--- src/rtl/acs_pkg.sv ---
/*
 Package for the converter sequencer control block: register offsets,
 reset values, field widths, trigger-source codes and the two state records.
 Assumes a 32-bit AHB-Lite register bus with word-aligned registers.
*/
package acs_pkg;

	localparam int NSEQ       = 4;
	localparam int RES_W      = 12;
	localparam int FIFO_DEPTH = 8;
	localparam int FIFO_AW    = 3;

	// Register byte offsets
	localparam logic [7:0] OFF_OVERFLOW   = 8'h18;
	localparam logic [7:0] OFF_TRIG_SEL   = 8'h1C;
	localparam logic [7:0] OFF_UNDERFLOW  = 8'h20;
	localparam logic [7:0] OFF_PRIORITY   = 8'h24;
	localparam logic [7:0] OFF_INITIATE   = 8'h28;
	localparam logic [7:0] OFF_SEQ_ENABLE = 8'h30;
	localparam logic [7:0] OFF_INT_STATUS = 8'h34;
	localparam logic [7:0] OFF_INT_MASK   = 8'h38;
	localparam logic [7:0] OFF_FIFO_BASE  = 8'h40;

	// Reset values
	localparam logic [3:0]  RST_FLAGS    = 4'h0;
	localparam logic [15:0] RST_TRIG_SEL = 16'h0000;
	localparam logic [7:0]  RST_PRIORITY = 8'hE4;
	localparam logic [3:0]  RST_ENABLE   = 4'h0;
	localparam logic [7:0]  RST_INT      = 8'h00;

	// Field layout
	localparam int TSEL_W     = 4;
	localparam int PRI_W      = 2;
	localparam int PRI_STRIDE = 4;

	// Trigger-source codes
	localparam logic [3:0] TRG_PROCESSOR  = 4'h0;
	localparam logic [3:0] TRG_GPIO       = 4'h1;
	localparam logic [3:0] TRG_CONTINUOUS = 4'h2;
	localparam logic [3:0] TRG_RTC        = 4'h3;
	localparam logic [3:0] TRG_TIMER0     = 4'h4;
	localparam logic [3:0] TRG_RSVD0      = 4'h7;
	localparam logic [3:0] TRG_PWM0       = 4'h8;
	localparam logic [3:0] TRG_RSVD1      = 4'hB;
	localparam logic [3:0] TRG_ACMP0      = 4'hC;

	typedef struct packed {
		logic                  ap_valid;
		logic                  ap_write;
		logic [7:0]            ap_addr;
		logic                  hready_out;
		logic [31:0]           hrdata;
		logic [NSEQ-1:0]       ovf;
		logic [NSEQ-1:0]       unf;
		logic [15:0]           tsel;
		logic [7:0]            pri;
		logic [NSEQ-1:0]       enable;
		logic [2*NSEQ-1:0]     int_status;
		logic [2*NSEQ-1:0]     int_mask;
		logic                  irq;
		logic [NSEQ-1:0]       pending;
		logic                  conv_start;
		logic [1:0]            conv_seq;
	} acs_state_t;

	typedef struct packed {
		logic [FIFO_DEPTH-1:0][RES_W-1:0] mem;
		logic [FIFO_AW-1:0]               wptr;
		logic [FIFO_AW-1:0]               rptr;
		logic [FIFO_AW:0]                 count;
	} acs_fifo_state_t;

endpackage

--- src/rtl/acs_sequencer_ctrl.sv ---
/*
 Sequencer control for a four-sequencer converter: AHB-Lite register
 slave, sticky FIFO fault flags, trigger-source multiplexer, priority
 dispatch and a masked level interrupt.
 Assumes trigger inputs are one-cycle pulses from logic on hclk and the
 converter answers each start with one result strobe tagged by sequencer.
*/
`timescale 1ns/1ps

// What this block does
// RULE_01: A result written into a full FIFO is dropped and sets that sequencer's overflow bit.
// RULE_02: Overflow bits clear only by writing one to them and reset to zero.
// RULE_03: Reading an empty FIFO returns zero, keeps the pointers and sets the underflow bit.
// RULE_04: Underflow bits clear by writing one to them and reset to zero.
// RULE_05: Each sequencer has its own four-bit trigger-source select field.
// RULE_06: The select fields sit at bits 3:0, 7:4, 11:8, 15:12, reset to zero, one encoding.
// RULE_07: Codes 0 processor, 1 GPIO, 2 continuous, 3 RTC, 4-6 timers; 7 is reserved.
// RULE_08: Codes 8-A PWM units, B reserved, C-F analog comparators.
// RULE_09: Two-bit priority fields at 1:0, 5:4, 9:8, 13:12 reset to 0, 1, 2 and 3.
// RULE_10: Priority value zero is served first and three last.
// RULE_11: Software keeps all priority values distinct; duplicates give undefined order.
// RULE_12: Unused upper bits of these registers read zero and ignore writes.
// RULE_13: Sequencers triggered together are started in priority order.
// RULE_14: Writing one to an initiate bit starts an enabled, processor-sourced sequencer.
// RULE_15: Writing zero to a flag does nothing and a new event beats a same-cycle clear.
module acs_sequencer_ctrl
(
	// Clock and reset
	input  wire logic                       hclk,
	input  wire logic                       hresetn,
	// AHB-Lite slave
	input  wire logic                       hsel,
	input  wire logic [31:0]                haddr,
	input  wire logic [1:0]                 htrans,
	input  wire logic                       hwrite,
	input  wire logic [2:0]                 hsize,
	input  wire logic [31:0]                hwdata,
	input  wire logic                       hready,
	output logic                            hreadyout,
	output logic      [31:0]                hrdata,
	output logic                            hresp,
	// Trigger sources
	input  wire logic                       gpio_trig,
	input  wire logic                       rtc_trig,
	input  wire logic [2:0]                 timer_trig,
	input  wire logic [2:0]                 pwm_trig,
	input  wire logic [3:0]                 acmp_trig,
	// Converter
	input  wire logic                       conv_busy,
	output logic                            conv_start,
	output logic      [1:0]                 conv_seq,
	input  wire logic                       res_valid,
	input  wire logic [1:0]                 res_seq,
	input  wire logic [acs_pkg::RES_W-1:0]  res_data,
	// Interrupt
	output logic                            irq
);

	acs_pkg::acs_state_t                           st_reg;
	acs_pkg::acs_state_t                           st_next;
	logic [acs_pkg::NSEQ-1:0]                      fifo_rd;
	logic [acs_pkg::NSEQ-1:0]                      fifo_wr;
	logic [acs_pkg::NSEQ-1:0][acs_pkg::RES_W-1:0]  fifo_data;
	logic [acs_pkg::NSEQ-1:0]                      ovf_evt;
	logic [acs_pkg::NSEQ-1:0]                      unf_evt;
	logic [15:0]                                   src_vec;
	logic                                          dphase;
	logic                                          wr_now;
	logic                                          rd_now;
	logic [2:0]                                    pick;
	logic [acs_pkg::NSEQ-1:0]                      trig_hit;

	// RULE_07: code to event line
	// RULE_08: code to event line
	function automatic logic trig_decode(input logic [3:0] code, input logic [15:0] srcs);
		return srcs[code];
	endfunction

	// Returns {found, index} of the pending sequencer with smallest priority value
	function automatic logic [2:0] prio_pick(input logic [3:0] pend, input logic [7:0] pri);
		logic       found;
		logic [1:0] best_idx;
		logic [1:0] best_pri;
		found    = 1'b0;
		best_idx = 2'h0;
		best_pri = 2'h3;
		for (int i = 0; i < acs_pkg::NSEQ; i++)
		begin
			// RULE_10: lower value served first
			if (pend[i] && (!found || pri[2*i +: 2] < best_pri))
			begin
				found    = 1'b1;
				best_idx = 2'(i);
				best_pri = pri[2*i +: 2];
			end
		end
		return {found, best_idx};
	endfunction

	assign dphase = st_reg.ap_valid && !st_reg.hready_out;
	assign wr_now = dphase && st_reg.ap_write;
	assign rd_now = dphase && !st_reg.ap_write;
	assign pick   = prio_pick(st_reg.pending, st_reg.pri);

	// RULE_07: processor and reserved codes carry no event
	// RULE_08: reserved code carries no event
	assign src_vec = {acmp_trig, 1'b0, pwm_trig, 1'b0, timer_trig, rtc_trig,
		1'b1, gpio_trig, 1'b0};

	genvar g;
	generate
		for (g = 0; g < acs_pkg::NSEQ; g++)
		begin : g_seq
			assign fifo_wr[g]  = res_valid && (res_seq == 2'(g));
			assign fifo_rd[g]  = rd_now &&
				(st_reg.ap_addr == acs_pkg::OFF_FIFO_BASE + 8'(4*g));
			// RULE_05: own select per sequencer
			assign trig_hit[g] = st_reg.enable[g] &&
				trig_decode(st_reg.tsel[acs_pkg::TSEL_W*g +: acs_pkg::TSEL_W], src_vec);

			acs_seq_fifo u_fifo
			(
				.hclk    (hclk),
				.hresetn (hresetn),
				.wr_en   (fifo_wr[g]),
				.wr_data (res_data),
				.rd_en   (fifo_rd[g]),
				.rd_data (fifo_data[g]),
				.ovf_evt (ovf_evt[g]),
				.unf_evt (unf_evt[g])
			);
		end
	endgenerate

	always_comb
	begin
		logic [3:0] init_bits;
		logic [3:0] pend;
		st_next            = st_reg;
		init_bits          = 4'h0;
		pend               = 4'h0;
		st_next.conv_start = 1'b0;

		// Address phase capture
		if (hsel && htrans[1] && hready)
		begin
			st_next.ap_valid   = 1'b1;
			st_next.ap_write   = hwrite;
			st_next.ap_addr    = {haddr[7:2], 2'b00};
			st_next.hready_out = 1'b0;
		end
		else if (dphase)
		begin
			st_next.ap_valid   = 1'b0;
			st_next.hready_out = 1'b1;
		end
		else if (st_reg.hready_out)
			st_next.ap_valid = 1'b0;

		// Register writes, data phase
		if (wr_now)
		begin
			unique case (st_reg.ap_addr)
				// RULE_02: write one clears
				// RULE_15: zero bits no effect
				acs_pkg::OFF_OVERFLOW:   st_next.ovf = st_reg.ovf & ~hwdata[3:0];
				// RULE_04: write one clears
				acs_pkg::OFF_UNDERFLOW:  st_next.unf = st_reg.unf & ~hwdata[3:0];
				// RULE_06: fields 15:0, rest dropped
				acs_pkg::OFF_TRIG_SEL:   st_next.tsel = hwdata[15:0];
				// RULE_09: fields at stride four
				acs_pkg::OFF_PRIORITY:
					st_next.pri = {hwdata[13:12], hwdata[9:8], hwdata[5:4], hwdata[1:0]};
				acs_pkg::OFF_INITIATE:   init_bits = hwdata[3:0];
				acs_pkg::OFF_SEQ_ENABLE: st_next.enable = hwdata[3:0];
				acs_pkg::OFF_INT_STATUS:
					st_next.int_status = st_reg.int_status & ~hwdata[7:0];
				acs_pkg::OFF_INT_MASK:   st_next.int_mask = hwdata[7:0];
				default:                 st_next.ovf = st_next.ovf;
			endcase
		end

		// Register reads, data phase
		if (rd_now)
		begin
			st_next.hrdata = 32'h0000_0000;
			unique case (st_reg.ap_addr)
				// RULE_12: upper bits read zero
				acs_pkg::OFF_OVERFLOW:   st_next.hrdata = {28'h0, st_reg.ovf};
				acs_pkg::OFF_UNDERFLOW:  st_next.hrdata = {28'h0, st_reg.unf};
				acs_pkg::OFF_TRIG_SEL:   st_next.hrdata = {16'h0, st_reg.tsel};
				acs_pkg::OFF_PRIORITY:
					st_next.hrdata = {18'h0, st_reg.pri[7:6], 2'h0, st_reg.pri[5:4], 2'h0,
						st_reg.pri[3:2], 2'h0, st_reg.pri[1:0]};
				acs_pkg::OFF_SEQ_ENABLE: st_next.hrdata = {28'h0, st_reg.enable};
				acs_pkg::OFF_INT_STATUS: st_next.hrdata = {24'h0, st_reg.int_status};
				acs_pkg::OFF_INT_MASK:   st_next.hrdata = {24'h0, st_reg.int_mask};
				default:
				begin
					for (int i = 0; i < acs_pkg::NSEQ; i++)
						if (fifo_rd[i])
							st_next.hrdata = {20'h0, fifo_data[i]};
				end
			endcase
		end

		// RULE_01: sticky overflow set
		// RULE_15: set wins over clear
		st_next.ovf        = st_next.ovf | ovf_evt;
		// RULE_03: sticky underflow set
		st_next.unf        = st_next.unf | unf_evt;
		st_next.int_status = st_next.int_status | {unf_evt, ovf_evt};
		st_next.irq        = |(st_next.int_status & st_next.int_mask);

		// Dispatch one pending sequencer when the converter is free
		pend = st_reg.pending;
		// RULE_13: highest priority first
		if (pick[2] && !conv_busy && !st_reg.conv_start)
		begin
			pend[pick[1:0]]    = 1'b0;
			st_next.conv_start = 1'b1;
			st_next.conv_seq   = pick[1:0];
		end
		for (int i = 0; i < acs_pkg::NSEQ; i++)
		begin
			// RULE_14: initiate needs enable and processor source
			if (init_bits[i] && st_reg.enable[i] &&
				st_reg.tsel[acs_pkg::TSEL_W*i +: acs_pkg::TSEL_W] == acs_pkg::TRG_PROCESSOR)
				pend[i] = 1'b1;
		end
		st_next.pending = (pend | trig_hit) & st_next.enable;
	end

	always_ff @(posedge hclk or negedge hresetn)
	begin
		if (!hresetn)
		begin
			st_reg            <= '0;
			st_reg.hready_out <= 1'b1;
			// RULE_06: selects reset to zero
			st_reg.tsel       <= acs_pkg::RST_TRIG_SEL;
			// RULE_09: priorities reset 0,1,2,3
			st_reg.pri        <= acs_pkg::RST_PRIORITY;
			st_reg.ovf        <= acs_pkg::RST_FLAGS;
			st_reg.unf        <= acs_pkg::RST_FLAGS;
			st_reg.enable     <= acs_pkg::RST_ENABLE;
			st_reg.int_status <= acs_pkg::RST_INT;
			st_reg.int_mask   <= acs_pkg::RST_INT;
		end
		else
			st_reg <= st_next;
	end

	assign hreadyout  = st_reg.hready_out;
	assign hrdata     = st_reg.hrdata;
	assign hresp      = 1'b0;
	assign conv_start = st_reg.conv_start;
	assign conv_seq   = st_reg.conv_seq;
	assign irq        = st_reg.irq;

endmodule // acs_sequencer_ctrl

--- src/rtl/acs_seq_fifo.sv ---
/*
 One sequencer result FIFO. Drops a write when full and reports it;
 a read when empty returns zeros, keeps the pointers and reports it.
 Assumes write and read strobes are one-cycle pulses on hclk.
*/
`timescale 1ns/1ps
module acs_seq_fifo
(
	// Clock and reset
	input  wire logic                       hclk,
	input  wire logic                       hresetn,
	// Write side
	input  wire logic                       wr_en,
	input  wire logic [acs_pkg::RES_W-1:0]  wr_data,
	// Read side
	input  wire logic                       rd_en,
	output logic      [acs_pkg::RES_W-1:0]  rd_data,
	// Fault events
	output logic                            ovf_evt,
	output logic                            unf_evt
);

	acs_pkg::acs_fifo_state_t st_reg;
	acs_pkg::acs_fifo_state_t st_next;
	logic                     full;
	logic                     empty;

	always_comb
	begin
		st_next = st_reg;
		full    = (st_reg.count == 4'(acs_pkg::FIFO_DEPTH));
		empty   = (st_reg.count == 4'h0);
		// RULE_01: drop when full
		ovf_evt = wr_en && full;
		// RULE_03: empty read flagged
		unf_evt = rd_en && empty;
		// RULE_03: zeros, pointers held
		rd_data = empty ? '0 : st_reg.mem[st_reg.rptr];
		if (wr_en && !full)
		begin
			st_next.mem[st_reg.wptr] = wr_data;
			st_next.wptr             = st_reg.wptr + 3'h1;
		end
		if (rd_en && !empty)
			st_next.rptr = st_reg.rptr + 3'h1;
		st_next.count = st_reg.count + 4'((wr_en && !full) ? 1 : 0)
			- 4'((rd_en && !empty) ? 1 : 0);
	end

	always_ff @(posedge hclk or negedge hresetn)
	begin
		if (!hresetn)
			st_reg <= '0;
		else
			st_reg <= st_next;
	end

endmodule // acs_seq_fifo

--- config.mk ---
export PLATFORM = sky130hd
export DESIGN_NAME = acs_sequencer_ctrl
export DESIGN_NICKNAME = d
export VERILOG_FILES = /design/src/rtl/acs_pkg.sv /design/src/rtl/acs_sequencer_ctrl.sv /design/src/rtl/acs_seq_fifo.sv
export SDC_FILE = /design/constraint.sdc
export NUM_CORES = 1
export LEC_CHECK = 0
export ABC_AREA = 1
export BUFFER_PORTS_ARGS = -buffer_cell sky130_fd_sc_hd__buf_2
export CORE_MARGIN = 2
export CORE_UTILIZATION = 30
export CTS_CLUSTER_DIAMETER = 50
export DETAILED_ROUTE_END_ITERATION = 10
export MAX_ROUTING_LAYER = met4
export SLEW_MARGIN = 25
export SYNTH_ARGS = -nofsm -noshare
export SYNTH_HDL_FRONTEND = slang
export SYNTH_SLANG_ARGS = --single-unit
--- constraint.sdc ---
create_clock -name hclk -period 4.91 [get_ports hclk]
set_input_delay 1.473 -clock hclk [delete_from_list [all_inputs] [get_ports hclk]]
set_output_delay 1.473 -clock hclk [all_outputs]
set_load 0.02 [all_outputs]
==> results.json, run 1 <==
{
  "result_of_the_run": "completed",
  "power.static_leakage_nw": 12.4,
  "floorplan.initialDensity_pct": 30.4,
  "total_count_of_max_transition_violations_in_the_final_report": 0,
  "die_h_um": 287,
  "max_clock_freq_ghz": 0.302,
  "clock_tree.root_cell": "clkbuf_16",
  "synthMostInstantiatedCell": "o21ai_0",
  "fin_tns_setup_ns": 0,
  "gpl.final_weighted_congestion": 0.878,
  "synth.cell_area_um2": 24000,
  "placeableCoreArea_um2": 79000,
  "setup.worst_path.start_class": "flop",
  "grt_first_pass_wirelength_um": 108000,
  "drt_first_iter_violations": 1773,
  "cp.required_ns": 5.34,
  "grt_util_all_layers_pct": 17.1,
  "dpl.hpwl_um": 43400,
  "yosys_warns": 0,
  "die_area_um2": 82200,
  "grt_overflow": 0,
  "hold-path-cell-count": 2,
  "synth.yosys.seq_area_share_pct": 53.1,
  "post_drt_wl_per_cell_um": 17.7,
  "layout_min_cycle_time_ns": 3.32,
  "largest_register_ffs": 424,
  "distinct_cell_type_count_after_synthesis": 58,
  "ys_async_sr_fraction_pct": 100,
  "setup_viol_count_final": 0,
  "yosys-top-cells-area": "dfrtp_1 53%, o21ai_0 13%, nand2_1 8.7%, nor2_1 2.9%, o221ai_1 2.9%",
  "worstReg2RegEnd": "hrdata[10]",
  "dominantRegCellSynth": "dfrtp_1",
  "drc_errors": 0,
  "antenna_found_initial": 1,
  "die_width_um": 287,
  "critPathMaxFanout": 20,
  "synth_top_cells_by_count": "605 x o21ai_0, 553 x nand2_1, 504 x dfrtp_1",
  "worst_pin_slew_ns": 1.00,
  "vias_per_cell": 5.06,
  "ys_ff_latch": 509,
  "hold_end": "g_seq[2].u_fifo.st_reg[27]",
  "clk_transition_reported_paths_ns": 0.06,
  "crit_chain": "inv_1, nand2_1, nor2_2, buf_4, inv_2, nor3_4, nand3_2, clkinv_2, o21ai_0, a31oi_1, a311oi_1, o2111ai_1",
  "critical_path.reg2reg.startpoint": "hreadyout",
  "routed-via-count": 19200,
  "power.density_nw_per_um2": 528,
  "timing.final.crit_share_pct": 67.5,
  "worst_hold_startpoint": "g_seq[2].u_fifo.st_reg[27]",
  "final.hold.worst_slack_ns": 0.478,
  "mapped_avg_cell_area_um2": 8.84,
  "count_of_flip_flops_with_a_built_in_enable_after_synthesis": 0,
  "post_cts_resized": 0,
  "endpoint_kind": "flop",
  "worstRegToRegCells": 12,
  "vdd_drop_max_uv": 284,
  "ff2ff_setup_slack_ns": 1.59,
  "cts_max_level": 2,
  "largest_net_degree_at_the_start_of_global_routing": 94,
  "worstSkewPairLatency_ns": 0.62,
  "area_overhead_of_the_layout_relative_to_synthesis_pct": 12.8,
  "synth_largest_type_area_fraction_pct": 52.6,
  "crit_slowest_cell": "a311oi_1",
  "cts-root-to-sink-buffers": 3,
  "timing_hold_violations_final": 0,
  "maxCapViolations": 0,
  "first_pass_iters": 6,
  "drive_above_1_share_pct": 10.7,
  "cts_tree": "built",
  "tritoncts_num_sinks": 509,
  "critical_path_max_stage_delay_ns": 0.76,
  "detailed_place.area_um2": 25300,
  "portBuffers": 76,
  "netlist_instances": 2712,
  "criticalPathCategory": "flop to flop",
  "routed_wl_um": 67400,
  "boundaryPins": 140,
  "final_net_count": 2847,
  "hold_path.class": "flop to flop",
  "cts_inserted_buffers": 53,
  "critPathArrivalTime_ns": 3.75,
  "final_area_um2": 27000,
  "postRouteAntennaNets": 0,
  "post_cts.repair.setup_buffers": 0,
  "core.rowCount": 103,
  "grt_pass1_vias": 18300,
  "cts-hold-fix-buffers": 0,
  "rsz_0062_raised_after_global_routing": "false",
  "slew_headroom_pct": 32.9,
  "yosys.area.top_type": "dfrtp_1",
  "fin_worst_skew_ns": 0.0194
}
==> logic make-up (layout without fill, tap and decap cells) <==
family	count (synthesis)	in the layout	synth area share [%]
fa+ha+maj	38	38	2.11
simple gates	914	914	16.1
other cells	1	18	0.0156
buf+inv	379	401	6.88
flops	509	509	53.1
xor+xnor	24	24	0.877
mux	42	42	1.75
compound gates	805	805	19.1
==> cell usage in the layout (no fill, tap or decap), types with 8 or more instances in the layout <==
cell type | Yosys | routed
o21ai_0 | 605 | 605
nand2_1 | 553 | 553
dfrtp_1 | 504 | 502
nor2_1 | 185 | 185
inv_1 | 143 | 140
nand3_1 | 87 | 87
o221ai_1 | 79 | 79
buf_2 | 27 | 75
buf_4 | 36 | 61
clkbuf_16 | 0 | 54
nand4_1 | 48 | 48
mux2i_1 | 42 | 42
ha_1 | 34 | 34
a21oi_1 | 30 | 30
conb_1 | 1 | 17
clkbuf_1 | 145 | 17
inv_2 | 13 | 16
xor2_1 | 16 | 16
o211ai_1 | 15 | 15
o21ai_1 | 14 | 14
o22ai_1 | 14 | 14
clkinv_2 | 3 | 11
clkbuf_8 | 0 | 11
nand2_2 | 10 | 10
xnor2_1 | 8 | 8
a221oi_1 | 8 | 8
==> through the flow <==
step | cells | power [mW] | utilization, % | setup WS, ns
3_3_place_gp | 3702 | 10.1 | 32.0 | 1.12
6_report | 3801 | 14.3 | 34.2 | 1.59
4_1_cts | 3800 | 14.4 | 34.2 | 1.59
3_5_place_dp | 3702 | 10.2 | 32.0 | 1.12
5_1_grt | 3801 | 15.4 | 34.2 | 1.39
2_1_floorplan | 2728 | 9.18 | - | 1.99
==> metal layers <==
layer	GRT usage (%)	part of all wire (%)	wire [um]	up-vias
met5	-	0	0	-
met1	24.3	48	32200	9373
li1	-	-	-	9175
met4	3.78	1.8	1220	0
met2	25.7	44	29700	583
met3	2.42	6.4	4310	92
==> worst max-delay path by stage <==
stage / start / end / slack, ns / cells after the start
2_1_floorplan: res_seq[1] / g_seq[2].u_fifo.st_reg[2] / 1.99 / 9
3_3_place_gp: res_valid / g_seq[0].u_fifo.st_reg[1] / 1.12 / 9
3_5_place_dp: res_valid / g_seq[0].u_fifo.st_reg[2] / 1.12 / 9
4_1_cts: hreadyout / hrdata[10] / 1.59 / 12
5_1_grt: hreadyout / hrdata[10] / 1.39 / 12
6_report: hreadyout / hrdata[10] / 1.59 / 12
==> worst max-delay path: cells and delay by family (launching register included) <==
kind / cells / cell delay (ns)
AOI/OAI and AO/OA: 4 / 1.29
and+or+nand+nor: 4 / 0.36
DFF: 1 / 0.53
buffers and inverters: 4 / 0.94
==> cell type report <==
cell class                 instances  area [um^2]
antenna                            1         2.50
clock buffer                      82         1570
clock inverter                    16          193
fill                            8246        52000
inverter                         160          609
multi-input combinational       1840         9650
sequential                       509        12700
tap                             1050         1310
timing repair buffer             143          968
==> where the power goes <==
| group | leakage (nW) | internal, mW | switching, mW |
|---|---|---|---|
| Combinational | 5.12 | 1.34 | 2.12 |
| Clock | 0.868 | 2.36 | 1.76 |
| Sequential | 6.43 | 5.80 | 0.904 |
| Total | 12.4 | 9.50 | 4.79 |
(Power assumes the default switching activity.)
==> inputs of run 2 (changes only) <==
--- a/config.mk
+++ b/config.mk
@@ -5,7 +5,7 @@
 export SDC_FILE = /design/constraint.sdc
 export NUM_CORES = 1
 export LEC_CHECK = 0
-export ABC_AREA = 1
+export ABC_AREA = 0
 export BUFFER_PORTS_ARGS = -buffer_cell sky130_fd_sc_hd__buf_2
 export CORE_MARGIN = 2
 export CORE_UTILIZATION = 30
==> constraint.sdc (replaced) <==
create_clock -name hclk -period 2.7 [get_ports hclk]
set_input_delay 0.81 -clock hclk [delete_from_list [all_inputs] [get_ports hclk]]
set_output_delay 0.81 -clock hclk [all_outputs]
set_load 0.02 [all_outputs]
==> run 2 against run 1 <==
Total power increased by 86%; critical path depth increased by 1; clock skew increased by 0.0011 ns; critical endpoint is now st_reg[3].
==> results.json, run 2 <==
{
  "floorplan.initialDensity_pct": 30.4,
  "worstRegToRegCells": 13,
  "layout_min_cycle_time_ns": 2.60,
  "worst_pin_slew_ns": 0.792,
  "largest_net_degree_at_the_start_of_global_routing": 42,
  "yosys-top-cells-area": "dfrtp_1 51%, mux2_2 20%, mux4_2 9.2%, mux2i_1 2.2%, ha_1 1.7%",
  "fin_tns_setup_ns": 0,
  "fin_worst_skew_ns": 0.0206,
  "cts-hold-fix-buffers": 0,
  "die_width_um": 290,
  "synthMostInstantiatedCell": "dfrtp_1",
  "boundaryPins": 140,
  "result_of_the_run": "completed",
  "met3_wirelength_um": 3650,
  "critical_path_max_stage_delay_ns": 0.42,
  "clock_tree.root_cell": "clkbuf_16",
  "final.hold.worst_slack_ns": 0.106,
  "routed-via-count": 15100,
  "clk_transition_reported_paths_ns": 0.06,
  "slew_headroom_pct": 47.2,
  "count_of_flip_flops_with_a_built_in_enable_after_synthesis": 0,
  "setup_viol_count_final": 0,
  "rsz_0062_raised_after_global_routing": "true",
  "detailed_place.area_um2": 27000,
  "grt_overflow": 0,
  "internal_power_mw": 18.9,
  "area_overhead_of_the_layout_relative_to_synthesis_pct": 18.8,
  "cts-root-to-sink-buffers": 3,
  "netlist_instances": 1763,
  "dominantRegCellSynth": "dfrtp_1",
  "critical_path_source": "st_reg[3]",
  "placeableCoreArea_um2": 80700,
  "yosys_warns": 0,
  "critPathMaxFanout": 3,
  "cts_tree": "built",
  "post_drt_wl_per_cell_um": 21.0,
  "postRouteAntennaNets": 0,
  "pwr-share-clk_pct": 30.5,
  "final_cell_mix": "504 x dfrtp_1, 428 x mux2_2, 129 x buf_4, 100 x mux4_2, 80 x nand2_1",
  "routed_wl_um": 63300,
  "wl_met1_um": 27600,
  "power.static_leakage_nw": 12.8,
  "maxCapViolations": 0,
  "worstSkewPairLatency_ns": 0.62,
  "layout.cells.most_common": "dfrtp_1",
  "first_pass_iters": 5,
  "grt_util_all_layers_pct": 15.6,
  "power.combinational.fraction_pct": 24.7,
  "vdd_drop_max_uv": 470,
  "die_area_um2": 84000,
  "timing_hold_violations_final": 0,
  "fillers": 7672,
  "sw_frac_of_total_pct": 28.8,
  "dpl.hpwl_um": 43500,
  "drt_first_iter_violations": 957,
  "synth_top_cells_by_count": "504 x dfrtp_1, 428 x mux2_2, 100 x mux4_2",
  "critPathArrivalTime_ns": 3.08,
  "endpoint_kind": "flop",
  "distinct_cell_type_count_after_synthesis": 67,
  "synth_largest_type_area_fraction_pct": 51.5,
  "cts_max_level": 2,
  "ys_async_sr_fraction_pct": 100,
  "portBuffers": 76,
  "fin_cells": 3012,
  "crit_slowest_cell": "dfrtp_1",
  "mapped_avg_cell_area_um2": 13.9,
  "top_layer_reached_by_signal_wires": "met4",
  "yosys.area.top_type": "dfrtp_1",
  "ys_ff_latch": 509,
  "tritoncts_num_sinks": 509,
  "setup.worst_path.start_class": "flop",
  "power.density_nw_per_um2": 913,
  "vias_per_cell": 5.03,
  "met2WireLength_um": 29500,
  "core.rowCount": 104,
  "crit_chain": "o2bb2ai_4, ha_4, a21boi_4, a21oi_2, and2_4, nor2_2, a21oi_2, ha_1, inv_1, a211oi_2, a211oi_2, o41ai_2, a21boi_1",
  "hold_path.class": "input pin to asynchronous set/reset pin",
  "largest_register_ffs": 424,
  "place.detailed.instances": 2901,
  "final_net_count": 2044,
  "synth.yosys.seq_area_share_pct": 52.0,
  "critical_path.reg2reg.startpoint": "st_reg[3]",
  "cp.required_ns": 3.18,
  "drc_errors": 0,
  "drive_above_1_share_pct": 46.9,
  "switchingPower_mw": 7.65,
  "antenna_found_initial": 4,
  "final_area_um2": 29100,
  "total_count_of_max_transition_violations_in_the_final_report": 0,
  "gpl.final_weighted_congestion": 0.915,
  "timing.final.crit_share_pct": 96.3,
  "synth.cell_area_um2": 24500,
  "criticalPathCategory": "flop to flop",
  "grt_first_pass_wirelength_um": 99000,
  "power.sequential.fraction_pct": 44.8,
  "grt_pass1_vias": 16500,
  "cts_inserted_buffers": 58,
  "die_h_um": 290,
  "max_clock_freq_ghz": 0.385
}
[run 2: cell types whose count changed after synthesis, sizes merged, moves of 76 or more]
| cell | delta |
|---|---|
| nand2 | -485 |
| mux4 | +100 |
| o21ai | -589 |
| o221ai | -79 |
| inv | -104 |
| clkbuf | -76 |
| nor2 | -156 |
| mux2 | +428 |
[run 2: per-layer routing]
layer	vias to the layer above	track usage, %
li1	6685	-
met1	7937	19.8
met2	388	24.3
met3	131	3.24
met4	0	6.69
met5	-	-
[run 2: critical path: cells and delay by family (launching register included)]
family,cells,cell delay [ns]
simple gates,2,0.27
flops,1,0.42
fa+ha+maj,2,0.57
buf+inv,1,0.05
compound gates,8,1.15
[run 2: kinds of logic (layout without fill, tap and decap cells)]
family	Yosys count	after routing	share of synthesized area (%)
DFF	509	509	52.0
xor gates and xnor gates	24	24	0.858
muxes	583	583	31.1
and+or+nand+nor	228	228	5.15
buffers and inverters	222	392	4.31
other	1	20	0.0153
adders and majority gates	39	39	2.10
AOI/OAI and AO/OA	157	157	4.48
[run 2: stage by stage]
stage,power [mW],setup WS [ns],util [%]
2_1_floorplan,16.5,0.0283,-
3_3_place_gp,18.1,-0.226,33.4
3_5_place_dp,18.7,-0.212,33.4
4_1_cts,26.8,0.00216,36.0
5_1_grt,28.1,-0.0116,36.1
6_report,26.6,0.0999,36.1
[run 2: power by group through the flow]
stage | Clock (mW) | Sequential (mW) | Combinational (mW)
floorplan | 0 | 11.3 | 5.14
global placement | 0 | 11.8 | 6.30
detailed placement | 0 | 12.0 | 6.61
CTS | 8.29 | 11.9 | 6.65
global route | 8.62 | 12.3 | 7.19
finish | 8.11 | 11.9 | 6.58
[run 2: layout make-up]
class	count	area (um^2)	area share (%)
diodes	3	7.51	0.0258
clock buffers	84	1750	6.01
clock inverters	21	259	0.889
inverters	53	199	0.683
multi-input cells	1048	10900	37.4
flip-flops and latches	509	12700	43.8
well taps	1060	1330	4.55
repair buffers	234	1940	6.66
[run 2: worst paths after layout]
check	endpoint	slack [ns]
max	st_reg[3]	0.1
min	g_seq[3].u_fifo.st_reg[2]	0.11
max reg2reg	st_reg[3]	0.1
min reg2reg	hrdata[14]	0.47
max in group asynchronous	g_seq[0].u_fifo.st_reg[103]	1.77
min in group hclk	st_reg[50]	0.42
[run 2: repair_timing]
item                       CTS  global route
setup buffers                1             2
gates resized for setup     17            15
setup endpoints to repair   16            15
pin swaps                    4            10
==> inputs of run 3 (changes only) <==
--- a/config.mk
+++ b/config.mk
@@ -11,8 +11,10 @@
 export CORE_UTILIZATION = 30
 export CTS_CLUSTER_DIAMETER = 50
 export DETAILED_ROUTE_END_ITERATION = 10
+export GPL_ROUTABILITY_DRIVEN = 1
 export MAX_ROUTING_LAYER = met4
 export SLEW_MARGIN = 25
 export SYNTH_ARGS = -nofsm -noshare
 export SYNTH_HDL_FRONTEND = slang
+export SYNTH_HIERARCHICAL = 1
 export SYNTH_SLANG_ARGS = --single-unit
==> run 3 against run 2 <==
Largest cell class unchanged; the run now ends with setup timing left; clock skew rose by 0.0041 ns; register-to-register slack worse by 0.25 ns; area after synthesis up 8.8%; flip-flop and latch count stayed put.
==> results.json, run 3 <==
{
  "ys_async_sr_fraction_pct": 100,
  "worst_pin_slew_ns": 0.904,
  "mapped_avg_cell_area_um2": 15.7,
  "power.density_nw_per_um2": 957,
  "cp.required_ns": 3.19,
  "grt_first_pass_wirelength_um": 105000,
  "distinct_cell_type_count_after_synthesis": 72,
  "vdd_drop_max_uv": 506,
  "final_cell_mix": "503 x dfrtp_1, 320 x mux2_4, 119 x mux2_2, 109 x buf_4, 108 x mux4_2",
  "slew_headroom_pct": 39.7,
  "grt_pass1_vias": 16400,
  "dominantRegCellSynth": "dfrtp_1",
  "setup.worst_path.start_class": "flop",
  "die_area_um2": 91300,
  "gr-usage-met1_pct": 21.5,
  "floorplan.initialDensity_pct": 30.2,
  "synth.yosys.seq_area_share_pct": 47.8,
  "place.detailed.instances": 2953,
  "max_clock_freq_ghz": 0.351,
  "antenna_found_initial": 3,
  "count_of_flip_flops_with_a_built_in_enable_after_synthesis": 0,
  "worstSkewPairLatency_ns": 0.64,
  "first_pass_iters": 5,
  "synth_largest_type_area_fraction_pct": 47.3,
  "power.sequential.fraction_pct": 40.5,
  "postRouteAntennaNets": 0,
  "gpl.final_weighted_congestion": 0.858,
  "drive_above_1_share_pct": 50.6,
  "switchingPower_mw": 8.77,
  "pwr-share-clk_pct": 28.3,
  "timing.final.crit_share_pct": 106,
  "layout_min_cycle_time_ns": 2.85,
  "yosys.area.top_type": "dfrtp_1",
  "area_overhead_of_the_layout_relative_to_synthesis_pct": 16.3,
  "rsz_0062_raised_after_global_routing": "true",
  "synthMostInstantiatedCell": "dfrtp_1",
  "critPathMaxFanout": 2,
  "cts_max_level": 2,
  "result_of_the_run": "finished with violations",
  "busiest_layer": "met2",
  "grt_use_met2_pct": 23.5,
  "critical_path.reg2reg.startpoint": "g_seq[3].u_fifo/st_reg[3]",
  "routed_wl_um": 67300,
  "final_net_count": 1993,
  "routed-via-count": 15300,
  "yosys_warns": 6,
  "layout.cells.most_common": "dfrtp_1",
  "power.combinational.fraction_pct": 31.2,
  "clock_tree.root_cell": "clkbuf_16",
  "synth.cell_area_um2": 26700,
  "core.rowCount": 109,
  "drc_errors": 0,
  "final_area_um2": 31000,
  "largest_net_degree_at_the_start_of_global_routing": 53,
  "die_width_um": 302,
  "yosys-top-cells-area": "dfrtp_1 47%, mux2_4 18%, mux4_2 9.1%, mux2_2 5.0%, buf_12 2.4%",
  "finish.utilization_pct": 35.1,
  "total_count_of_max_transition_violations_in_the_final_report": 0,
  "power.static_leakage_nw": 15.2,
  "dpl.hpwl_um": 45000,
  "maxCapViolations": 0,
  "endpoint_kind": "flop",
  "cts_tree": "built",
  "clk_transition_reported_paths_ns": 0.06,
  "largest_register_ffs": 424,
  "die_h_um": 302,
  "sw_frac_of_total_pct": 29.6,
  "post_drt_wl_per_cell_um": 22.0,
  "fin_cells": 3065,
  "fin_worst_skew_ns": 0.0247,
  "internal_power_mw": 20.9,
  "critPathArrivalTime_ns": 3.34,
  "grt_util_all_layers_pct": 15.4,
  "netlist_instances": 1694,
  "ys_ff_latch": 509,
  "ff2ff_setup_slack_ns": -0.15,
  "critical_path_source": "g_seq[3].u_fifo/st_reg[3]",
  "cts-root-to-sink-buffers": 3,
  "criticalPathCategory": "flop to flop",
  "vias_per_cell": 4.98,
  "failed_checks": "setup timing",
  "grt_use_met3_pct": 2.35,
  "synth_top_cells_by_count": "504 x dfrtp_1, 320 x mux2_4, 119 x mux2_2",
  "drt_first_iter_violations": 1020,
  "setup_viol_count_final": 1,
  "cts_inserted_buffers": 56,
  "boundaryPins": 140,
  "portBuffers": 76,
  "tritoncts_num_sinks": 509,
  "placeableCoreArea_um2": 88200,
  "hold_path.class": "input pin to asynchronous set/reset pin",
  "timing_hold_violations_final": 0,
  "fillers": 8306,
  "detailed_place.area_um2": 28800,
  "grt_overflow": 0,
  "post_layout_worst_setup_margin_ns": -0.151
}
==> run 3: timing repair <==
item	in CTS	in global routing
endpoints found under the setup margin	3	21
pin swaps	5	13
buffers inserted	2	5
resized for setup	15	28
hold buffers	0	0
==> run 3: path summary, 6_finish.rpt <==
check	endpoint	depth (start not counted)
worst max-delay path	hrdata[0]	10
worst min-delay path	g_seq[1].u_fifo/st_reg[8]	1
worst max register to register	hrdata[0]	10
worst min register to register	st_reg[53]	1
max in group asynchronous	g_seq[2].u_fifo/st_reg[40]	2
min in group hclk	st_reg[46]	2
==> run 3: layout make-up <==
type                            instances  area, um^2  area share, %
Sequential cell                       509       12700           41.1
Multi-Input combinational cell       1025       12700           40.9
Timing Repair Buffer                  223        1930           6.24
Clock buffer                           80        1660           5.36
Tap cell                             1165        1460           4.70
Clock inverter                         23         379           1.22
Inverter                               38         143          0.460
Antenna cell                            2        5.00         0.0161
==> run 3: kinds of logic (layout without fill, tap and decap cells) <==
group	Yosys count	count (layout)	synth area share (%)
muxes	553	553	32.4
adders and majority gates	39	39	1.93
other	1	19	0.0141
AOI/OAI and AO/OA	174	174	4.86
xor gates and xnor gates	24	24	0.788
DFF	509	509	47.8
and+or+nand+nor	218	218	6.73
buffers and inverters	176	364	5.48
==> run 3: metrics by stage <==
step | setup TNS, ns | hold slack, ns | worst slack [ns] | total power [mW]
3_5_place_dp | -0.561 | 0.466 | -0.183 | 21.2
5_1_grt | -0.283 | 0.184 | -0.246 | 31.1
2_1_floorplan | 0 | 0.445 | 0.0130 | 18.5
3_3_place_gp | -0.315 | 0.463 | -0.203 | 20.7
4_1_cts | -0.0820 | 0.151 | -0.0820 | 29.8
6_report | -0.151 | 0.181 | -0.151 | 29.7
==> run 3: worst max-delay path, cell delays in order, from the launching register on <==
cell      delay (ns)
dfrtp_1         0.38
inv_1           0.06
ha_2            0.16
or3b_4          0.38
and2_4          0.15
a22o_4          0.27
mux4_2          0.48
a222oi_1        0.39
nand2_1         0.13
a221oi_2        0.21
a21oi_1         0.10
==> run 3: power by group through the flow <==
stage	Combinational (mW)	Clock (mW)	Sequential [mW]
after detailed placement	9.10	0	12.0
after global routing	9.86	8.92	12.3
after global placement	8.83	0	11.8
after floorplan	7.09	0	11.4
final	9.26	8.40	12.0
after CTS	9.21	8.60	12.0
==> run 3: per-layer routing <==
metal | routed length (um) | share of wire (%) | up-vias
met5 | 0 | 0 | -
li1 | - | - | 6617
met3 | 3040 | 4.5 | 85
met1 | 31800 | 47 | 8204
met4 | 1170 | 1.7 | 0
met2 | 31400 | 47 | 368
